### src/rtxt_defs.vh
// constants for the transmit and receive timing register block
`ifndef RTXT_DEFS_VH
`define RTXT_DEFS_VH

// ****************************************
// register indices, byte address is index times four
// ****************************************
`define RTXT_IDX_PROTO 6'h01
`define RTXT_IDX_TMR_HI 6'h04
`define RTXT_IDX_TMR_LO 6'h05
`define RTXT_IDX_PULSE 6'h06
`define RTXT_IDX_NORESP 6'h07
`define RTXT_IDX_STATUS 6'h0C

// ****************************************
// reset and preset values
// ****************************************
`define RTXT_RST_PROTO 4'hF
`define RTXT_RST_TMR_HI 8'hC2
`define RTXT_RST_TMR_LO 8'h00
`define RTXT_RST_PULSE 8'h00
`define RTXT_RST_NORESP 8'h0E
`define RTXT_NORESP_HDR 8'h14
`define RTXT_NORESP_LDR 8'h30

// ****************************************
// protocol codes and field positions
// ****************************************
`define RTXT_P_15693_LDR 4'h0
`define RTXT_P_15693_HDR 4'h1
`define RTXT_P_14443A_106 4'h2
`define RTXT_P_14443A_212 4'h3
`define RTXT_P_14443A_424 4'h4
`define RTXT_P_14443A_848 4'h5
`define RTXT_TRIG_MSB 7
`define RTXT_TRIG_LSB 6
`define RTXT_LEN_HI_MSB 5
`define RTXT_TRIG_TX_SOF_BEGIN 2'h0
`define RTXT_TRIG_TX_SOF_END 2'h1
`define RTXT_TRIG_RX_SOF_BEGIN 2'h2
`define RTXT_TRIG_RX_SOF_END 2'h3
`define RTXT_ST_FLAG 0
`define RTXT_ST_DELAY 1
`define RTXT_ST_SILENCE 2
`define RTXT_ST_PULSE 3

// ****************************************
// timing, times in picoseconds
// ****************************************
`define RTXT_CLK_PERIOD_PS 10000
`define RTXT_DELAY_STEP_PS 590000
`define RTXT_DELAY_STEP_CYC (`RTXT_DELAY_STEP_PS / `RTXT_CLK_PERIOD_PS)
`define RTXT_SILENCE_STEP_PS 37760000
`define RTXT_SILENCE_STEP_CYC (`RTXT_SILENCE_STEP_PS / `RTXT_CLK_PERIOD_PS)
`define RTXT_PULSE_STEP_PS 73700
`define RTXT_PULSE_15693_PS 9440000
`define RTXT_PULSE_106_PS 2360000
`define RTXT_PULSE_212_PS 1400000
`define RTXT_PULSE_424_PS 737000
`define RTXT_PULSE_848_PS 442000

`endif

### src/rtxt_timing_regs.v
// transmit and receive timing registers with delay, pulse and silence timers
//
// Our own choice: the AXI4-Lite slave port.
`timescale 1ns/1ns
`include "rtxt_defs.vh"

module rtxt_timing_regs (
  input wire clk,
  input wire reset,
  input wire enable,
  input wire [7:0] s_axi_awaddr,
  input wire s_axi_awvalid,
  output wire s_axi_awready,
  input wire [31:0] s_axi_wdata,
  input wire [3:0] s_axi_wstrb,
  input wire s_axi_wvalid,
  output wire s_axi_wready,
  output reg [1:0] s_axi_bresp,
  output reg s_axi_bvalid,
  input wire s_axi_bready,
  input wire [7:0] s_axi_araddr,
  input wire s_axi_arvalid,
  output wire s_axi_arready,
  output reg [31:0] s_axi_rdata,
  output reg [1:0] s_axi_rresp,
  output reg s_axi_rvalid,
  input wire s_axi_rready,
  input wire txStartReq,
  input wire txSofBegin,
  input wire txSofEnd,
  input wire rxSofBegin,
  input wire rxSofEnd,
  input wire txEofEnd,
  input wire tagResponseStart,
  input wire modStart,
  output reg txLaunch,
  output reg modPulse,
  output reg silenceIrq
);

  // ****************************************
  // helpers
  // ****************************************
  function [20:0] delayCycles;
    input [13:0] len;
    reg [31:0] p;
    begin
      p = len * `RTXT_DELAY_STEP_CYC;
      delayCycles = p[20:0];
    end
  endfunction

  function [11:0] psToCycles;
    input [31:0] ps;
    reg [31:0] c;
    begin
      c = (ps + `RTXT_CLK_PERIOD_PS - 1) / `RTXT_CLK_PERIOD_PS;
      psToCycles = c[11:0];
    end
  endfunction

  function isMapped;
    input [5:0] idx;
    begin
      isMapped = (idx == `RTXT_IDX_PROTO) || (idx == `RTXT_IDX_TMR_HI) || (idx == `RTXT_IDX_TMR_LO) ||
        (idx == `RTXT_IDX_PULSE) || (idx == `RTXT_IDX_NORESP) || (idx == `RTXT_IDX_STATUS);
    end
  endfunction

  localparam DLY_IDLE = 2'b00;
  localparam DLY_ARMED = 2'b01;
  localparam DLY_COUNT = 2'b10;

  reg [3:0] protoSel;
  reg [7:0] timerHigh;
  reg [7:0] timerLow;
  reg [7:0] pulseLen;
  reg [7:0] silenceWait;
  reg awHeld;
  reg wHeld;
  reg [7:0] awAddrQ;
  reg [31:0] wDataQ;
  reg [3:0] wStrbQ;
  reg [1:0] dlyState;
  reg [20:0] dlyCnt;
  reg silenceRun;
  reg [11:0] stepCnt;
  reg [7:0] stepNum;
  reg [11:0] pulseCnt;
  reg presetPending;

  // ****************************************
  // bus decode
  // ****************************************
  wire [5:0] wIdx = awAddrQ[7:2];
  wire [5:0] rIdx = s_axi_araddr[7:2];
  wire doWrite = awHeld && wHeld && !s_axi_bvalid;
  wire wMapped = isMapped(wIdx) && (awAddrQ[1:0] == 2'h0);
  wire wAct = doWrite && wMapped && wStrbQ[0] && enable;
  wire protoWrite = wAct && (wIdx == `RTXT_IDX_PROTO);
  wire readTake = s_axi_arvalid && !s_axi_rvalid;
  wire readStatus = readTake && (rIdx == `RTXT_IDX_STATUS) && (s_axi_araddr[1:0] == 2'h0);
  wire is15693 = (protoSel == `RTXT_P_15693_LDR) || (protoSel == `RTXT_P_15693_HDR);

  assign s_axi_awready = !awHeld && !s_axi_bvalid;
  assign s_axi_wready = !wHeld && !s_axi_bvalid;
  assign s_axi_arready = !s_axi_rvalid;

  wire [13:0] delayLen = {timerHigh[`RTXT_LEN_HI_MSB:0], timerLow};
  wire [1:0] trigSel = timerHigh[`RTXT_TRIG_MSB:`RTXT_TRIG_LSB];
  wire [7:0] statusWord = {4'h0, modPulse, silenceRun, dlyState != DLY_IDLE, silenceIrq};

  reg [7:0] next_silenceWait;
  always @* begin
    case (protoSel)
      `RTXT_P_15693_HDR: next_silenceWait = `RTXT_NORESP_HDR;
      `RTXT_P_15693_LDR: next_silenceWait = `RTXT_NORESP_LDR;
      default: next_silenceWait = `RTXT_RST_NORESP;
    endcase
  end

  reg [7:0] readByte;
  always @* begin
    case (rIdx)
      `RTXT_IDX_PROTO: readByte = {4'h0, protoSel};
      `RTXT_IDX_TMR_HI: readByte = timerHigh;
      `RTXT_IDX_TMR_LO: readByte = timerLow;
      `RTXT_IDX_PULSE: readByte = pulseLen;
      `RTXT_IDX_NORESP: readByte = silenceWait;
      `RTXT_IDX_STATUS: readByte = statusWord;
      default: readByte = 8'h00;
    endcase
  end

  // ****************************************
  // bus handshakes
  // ****************************************
  always @(posedge clk) begin
    if (reset) begin
      awHeld <= 1'b0;
      wHeld <= 1'b0;
      awAddrQ <= 8'h00;
      wDataQ <= 32'h00000000;
      wStrbQ <= 4'h0;
      s_axi_bvalid <= 1'b0;
      s_axi_bresp <= 2'h0;
      s_axi_rvalid <= 1'b0;
      s_axi_rresp <= 2'h0;
      s_axi_rdata <= 32'h00000000;
    end else begin
      if (s_axi_awvalid && s_axi_awready) begin
        awHeld <= 1'b1;
        awAddrQ <= s_axi_awaddr;
      end
      if (s_axi_wvalid && s_axi_wready) begin
        wHeld <= 1'b1;
        wDataQ <= s_axi_wdata;
        wStrbQ <= s_axi_wstrb;
      end
      if (doWrite) begin
        awHeld <= 1'b0;
        wHeld <= 1'b0;
        s_axi_bvalid <= 1'b1;
        s_axi_bresp <= wMapped ? 2'h0 : 2'h2;
      end else if (s_axi_bvalid && s_axi_bready) begin
        s_axi_bvalid <= 1'b0;
      end
      if (readTake) begin
        s_axi_rvalid <= 1'b1;
        s_axi_rresp <= (isMapped(rIdx) && s_axi_araddr[1:0] == 2'h0) ? 2'h0 : 2'h2;
        s_axi_rdata <= {24'h000000, readByte};
      end else if (s_axi_rvalid && s_axi_rready) begin
        s_axi_rvalid <= 1'b0;
      end
    end
  end

  // ****************************************
  // timing registers
  // ****************************************
  // the silence timeout gets its protocol preset one cycle after the protocol write
  always @(posedge clk) begin
    presetPending <= protoWrite;
    if (reset || !enable) begin
      protoSel <= `RTXT_RST_PROTO;
      timerHigh <= `RTXT_RST_TMR_HI;
      timerLow <= `RTXT_RST_TMR_LO;
      pulseLen <= `RTXT_RST_PULSE;
      silenceWait <= `RTXT_RST_NORESP;
    end else if (protoWrite) begin
      protoSel <= wDataQ[3:0];
      timerHigh <= `RTXT_RST_TMR_HI;
      timerLow <= `RTXT_RST_TMR_LO;
      pulseLen <= `RTXT_RST_PULSE;
      silenceWait <= `RTXT_RST_NORESP;
    end else if (wAct) begin
      case (wIdx)
        `RTXT_IDX_TMR_HI: timerHigh <= wDataQ[7:0];
        `RTXT_IDX_TMR_LO: timerLow <= wDataQ[7:0];
        `RTXT_IDX_PULSE: pulseLen <= wDataQ[7:0];
        `RTXT_IDX_NORESP: silenceWait <= wDataQ[7:0];
        default: silenceWait <= silenceWait;
      endcase
    end else if (presetPending) begin
      silenceWait <= next_silenceWait;
    end
  end

  // ****************************************
  // delayed transmission timer
  // ****************************************
  reg trigHit;
  always @* begin
    case (trigSel)
      `RTXT_TRIG_TX_SOF_BEGIN: trigHit = txSofBegin;
      `RTXT_TRIG_TX_SOF_END: trigHit = txSofEnd;
      `RTXT_TRIG_RX_SOF_BEGIN: trigHit = rxSofBegin;
      default: trigHit = rxSofEnd;
    endcase
  end

  always @(posedge clk) begin
    if (reset || !enable) begin
      dlyState <= DLY_IDLE;
      dlyCnt <= 21'h00000;
      txLaunch <= 1'b0;
    end else begin
      txLaunch <= 1'b0;
      case (dlyState)
        DLY_IDLE: begin
          if (txStartReq) begin
            if (delayLen == 14'h0000) begin
              txLaunch <= 1'b1;
            end else begin
              dlyState <= DLY_ARMED;
            end
          end
        end
        DLY_ARMED: begin
          if (trigHit) begin
            dlyState <= DLY_COUNT;
            dlyCnt <= 21'h00001;
          end
        end
        DLY_COUNT: begin
          if (dlyCnt >= delayCycles(delayLen)) begin
            txLaunch <= 1'b1;
            dlyState <= DLY_IDLE;
          end else begin
            dlyCnt <= dlyCnt + 21'h00001;
          end
        end
        default: dlyState <= DLY_IDLE;
      endcase
    end
  end

  // ****************************************
  // modulation pulse length
  // ****************************************
  reg [11:0] protoPulse;
  always @* begin
    case (protoSel)
      `RTXT_P_14443A_106: protoPulse = psToCycles(`RTXT_PULSE_106_PS);
      `RTXT_P_14443A_212: protoPulse = psToCycles(`RTXT_PULSE_212_PS);
      `RTXT_P_14443A_424: protoPulse = psToCycles(`RTXT_PULSE_424_PS);
      `RTXT_P_14443A_848: protoPulse = psToCycles(`RTXT_PULSE_848_PS);
      default: protoPulse = psToCycles(`RTXT_PULSE_15693_PS);
    endcase
  end

  // rounded up so a programmed pulse is never shorter than asked
  wire [11:0] pulseTarget = (pulseLen == 8'h00) ? protoPulse :
    psToCycles(pulseLen * `RTXT_PULSE_STEP_PS);

  always @(posedge clk) begin
    if (reset || !enable) begin
      pulseCnt <= 12'h000;
      modPulse <= 1'b0;
    end else if (modStart && !modPulse) begin
      pulseCnt <= pulseTarget;
      modPulse <= 1'b1;
    end else if (modPulse) begin
      if (pulseCnt <= 12'h001) begin
        modPulse <= 1'b0;
        pulseCnt <= 12'h000;
      end else begin
        pulseCnt <= pulseCnt - 12'h001;
      end
    end
  end

  // ****************************************
  // no-response timer
  // ****************************************
  wire silenceDone = silenceRun && !tagResponseStart && (stepCnt == `RTXT_SILENCE_STEP_CYC - 1) &&
    (stepNum + 8'h01 == silenceWait);

  always @(posedge clk) begin
    if (reset || !enable) begin
      silenceRun <= 1'b0;
      stepCnt <= 12'h000;
      stepNum <= 8'h00;
    end else if (txEofEnd && is15693 && silenceWait != 8'h00) begin
      silenceRun <= 1'b1;
      stepCnt <= 12'h000;
      stepNum <= 8'h00;
    end else if (silenceRun) begin
      if (tagResponseStart || silenceDone) begin
        silenceRun <= 1'b0;
      end else if (stepCnt == `RTXT_SILENCE_STEP_CYC - 1) begin
        stepCnt <= 12'h000;
        stepNum <= stepNum + 8'h01;
      end else begin
        stepCnt <= stepCnt + 12'h001;
      end
    end
  end

  // sticky flag, a timeout in the clearing cycle keeps it set
  always @(posedge clk) begin
    if (reset || !enable) begin
      silenceIrq <= 1'b0;
    end else if (silenceDone) begin
      silenceIrq <= 1'b1;
    end else if (readStatus) begin
      silenceIrq <= 1'b0;
    end
  end

endmodule // rtxt_timing_regs

### config.mk
export PLATFORM = sky130hd
export DESIGN_NAME = rtxt_timing_regs
export DESIGN_NICKNAME = d
export VERILOG_FILES = /design/src/rtxt_timing_regs.v
export VERILOG_INCLUDE_DIRS = /design/src
export SDC_FILE = /design/constraint.sdc
export NUM_CORES = 1
export LEC_CHECK = 0
export BUFFER_PORTS_ARGS = -buffer_cell sky130_fd_sc_hd__buf_2
export CAP_MARGIN = 20
export CORE_ASPECT_RATIO = 0.6
export CORE_MARGIN = 2
export CORE_UTILIZATION = 30
export CTS_BUF_LIST = sky130_fd_sc_hd__clkbuf_2 sky130_fd_sc_hd__clkbuf_4 sky130_fd_sc_hd__clkbuf_8
export CTS_CLUSTER_DIAMETER = 50
export DETAILED_ROUTE_END_ITERATION = 12
export PLACE_DENSITY = 0.49
export SLEW_MARGIN = 20
export SYNTH_ARGS = -nofsm -noshare
export SYNTH_HDL_FRONTEND = slang
export SYNTH_SLANG_ARGS = --single-unit
### constraint.sdc
create_clock -name clk -period 15.95 [get_ports clk]
set_clock_uncertainty 0.1 [all_clocks]
set_input_delay 1.595 -clock clk [delete_from_list [all_inputs] [get_ports clk]]
set_output_delay 1.595 -clock clk [all_outputs]
set_load 0.01 [all_outputs]
==> impl_metrics.yaml <==
status:
  status: "complete, no violations"
worst_setup_path:
  crit_type: "reg2reg"
  cp_data_arrival_time_ns: 15.97
  slowest_stage: "fa_2"
  setup.worst_path.end_class: "flip-flop"
  worstSetupStartpointType: "flip-flop"
  path_max_fanout: 7
  critical_path_required_ns: 16.25
  critPathMaxStageDelay_ns: 0.61
  timing.critical_path.buf_inv: 14
  worst_path_most_repeated_cell: "buf_4"
  crit_family: "compound AO/OA/AOI/OAI gates"
sta:
  worst_slack_ns: 0.274
  slew_headroom_pct: 27.5
  finalCritPeriodShare_pct: 98.3
  finalCriticalPeriod_ns: 15.68
  worst_pin_slew_ns: 1.08
  setup_violations: 0
  timing.fmax_ghz: 0.0638
  tns_ns: 0
  slew_violations: 0
  fin_hold_ws_ns: 0.362
  hold_viol_final: 0
  rsz0062_at_grt: "yes"
clock_network:
  cts.sinks: 127
  cts_made_buffers: 17
  clockBufferDepth: 2
  cts_hold_buf: 0
  cts_tree: "yes"
  clock_latency_ns: 0.46
  clk_pin_slew_worst_paths_ns: 0.07
  cts_root_buffer: "clkbuf_8"
  htreeDepth: 4
synth:
  yosys-top-cells-area: "dfxtp_1 14%, ha_1 8.7%, fa_1 6.3%"
  synth_area_um2: 18500
  yosys.area.top_type: "dfxtp_1"
  synth_seq_area_share_pct: 13.8
  synth.avg_cell_area_um2: 7.72
  synth_top_area_share_pct: 13.8
  synth_cells: 2393
  synth_edf_count: 0
  synthDistinctLibCells: 140
  async_flop_share_pct: 0
  synth_ff_type: "dfxtp_1"
  ys_warn_count: 0
  synth-seq-cells: 127
global_route:
  antenna_found_initial: 1
  grt_max_degree: 34
  grt_overflow: 0
  grt_pass1_wl_um: 104000
  first_global_vias: 19100
  grt_usage_pct: 20.5
detailed_routing:
  drt_wl_total_um: 68300
  drc: 0
  ant_nets: 0
  routedWlPerCell_um: 17.8
  viasPerCell: 5.38
  vias: 20700
  dr.first_iter.drc_count: 1593
  first_pass_iters: 6
cells_and_area:
  fillers: 6070
  area_delta_synth_final_pct: 41.2
  drive_gt1_share_pct: 34.2
  n_antenna_cell: 0
  nets: 3258
floorplanning:
  core_area_um2: 60900
  start_util_pct: 30.3
  fp.dieH_um: 196
  die_area_um2: 63600
  die_width_um: 324
  placementRows: 70
  ios: 112
placement:
  dp_slack_ns: -0.628
  gp_congestion: 0.936
  portBuffers: 58
  dp.final_hpwl_um: 54800
run:
  max_cap_violations: 0
pwr:
  irDropWorstVdd_uv: 44.1
  p_total_mw: 0.683
  p_per_area_nw_per_um2: 26.2
  power_leakage_nw: 10.9
min_path:
  hp-class: "reg2reg"
==> cells by family after synthesis <==
logic type,synth area share [%]
AND/OR/NAND/NOR,24.3
multiplexers,4.58
buffers and inverters,5.54
adder cells (fa/ha/maj),15.0
XOR/XNOR,9.64
AO/OA/AOI/OAI,27.1
other,0.0203
flip-flops,13.8
==> metrics by stage <==
step / cells / instance area [µm²] / util [%]
3_3_place_gp: 3738 / 23400 / 38.4
3_5_place_dp: 3738 / 23400 / 38.4
4_1_cts: 3779 / 24100 / 39.6
5_1_grt: 3844 / 26100 / 42.8
6_report: 3844 / 26100 / 42.8
2_1_floorplan: 2418 / 18600 / -
==> synth_stat cells (all sizes together), types with 17 or more instances <==
master,n
a21oi,174
a21o,19
nand2,213
dfxtp,127
fa,58
xnor2,126
or2,17
buf,51
mux2i,51
nand4,33
nor2b,20
xor2,72
o211ai,33
inv,132
nand3,90
or3,29
nor3,72
ha,128
nor4,28
a211o,17
o31ai,18
nor2,233
o21a,21
clkbuf,46
o21ai,148
and3,42
a211oi,34
and2,29
nand2b,32
a31oi,26
==> power by group <==
group,internal [mW],switching (mW),total (mW)
Combinational,0.0213,0.0378,0.0591
Sequential,0.323,0.00847,0.332
Clock,0.147,0.144,0.292
==> worst reg2reg max path: cells and delay by family, from the launching register on <==
family / cells / cell delay (ns)
XOR/XNOR: 6 / 0.99
buffers and inverters: 14 / 1.89
adder cells (fa/ha/maj): 5 / 2.27
multiplexers: 2 / 0.47
flip-flops: 1 / 0.33
AO/OA/AOI/OAI: 22 / 5.71
AND/OR/NAND/NOR: 15 / 3.85
==> metal layers <==
layer / global-route usage, % / wire [µm] / up-vias
met3: 4.54 / 4650 / 35
met1: 33.7 / 37000 / 10100
met5: 0 / 0 / -
met2: 26.9 / 26300 / 563
li1: - / - / 10000
met4: 1.97 / 340 / 0
==> cell type report <==
| cell class | instances | area (µm²) | share of cell area, % |
|---|---|---|---|
| multi-input cells | 2062 | 16700 | 64.0 |
| inverters | 132 | 495 | 1.90 |
| clock inverters | 11 | 131 | 0.504 |
| flip-flops and latches | 127 | 2540 | 9.76 |
| repair buffers | 664 | 4910 | 18.8 |
| clock buffers | 20 | 263 | 1.01 |
| well taps | 828 | 1040 | 3.97 |
==> path summary, 6_finish.rpt <==
kind          startpoint           to  slack (ns)  cells past startpoint
max          pulseLen[7]  pulseCnt[0]        0.27                     64
min           awAddrQ[1]   awAddrQ[1]        0.36                      2
max reg2reg  pulseLen[7]  pulseCnt[0]        0.27                     64
min reg2reg   awAddrQ[1]   awAddrQ[1]        0.36                      2
==> layout by cell type, fill, tap and decap left out, drive strengths merged, types with 17 or more instances in the layout <==
| master | n |
|---|---|
| a211o | 17 |
| a211oi | 34 |
| a21o | 19 |
| a21oi | 174 |
| a31oi | 26 |
| and2 | 29 |
| and3 | 42 |
| buf | 664 |
| clkbuf | 20 |
| conb | 26 |
| dfxtp | 127 |
| fa | 58 |
| ha | 128 |
| inv | 136 |
| mux2i | 51 |
| nand2 | 213 |
| nand2b | 32 |
| nand3 | 90 |
| nand4 | 33 |
| nor2 | 233 |
| nor2b | 20 |
| nor3 | 72 |
| nor4 | 28 |
| o211ai | 33 |
| o21a | 21 |
| o21ai | 148 |
| o31ai | 18 |
| or2 | 17 |
| or3 | 29 |
| xnor2 | 126 |
| xor2 | 72 |
==> timing repair <==
item                                    4_1_cts  5_1_grt
pin swaps                                    17      120
gates resized for setup                      52      279
endpoints found under the setup margin        2        2
buffers inserted                             10       65
==> state kept, by name, indices dropped and copies added, names as in the netlist, 2 cells and up <==
name / count
dlyCnt: 21
pulseCnt: 12
stepCnt: 12
awAddrQ: 8
pulseLen: 8
s_axi_rdata: 8
silenceWait: 8
stepNum: 8
timerHigh: 8
timerLow: 8
wDataQ: 8
protoSel: 4
dlyState: 2
Note: power is estimated with default switching activity, not from simulation.
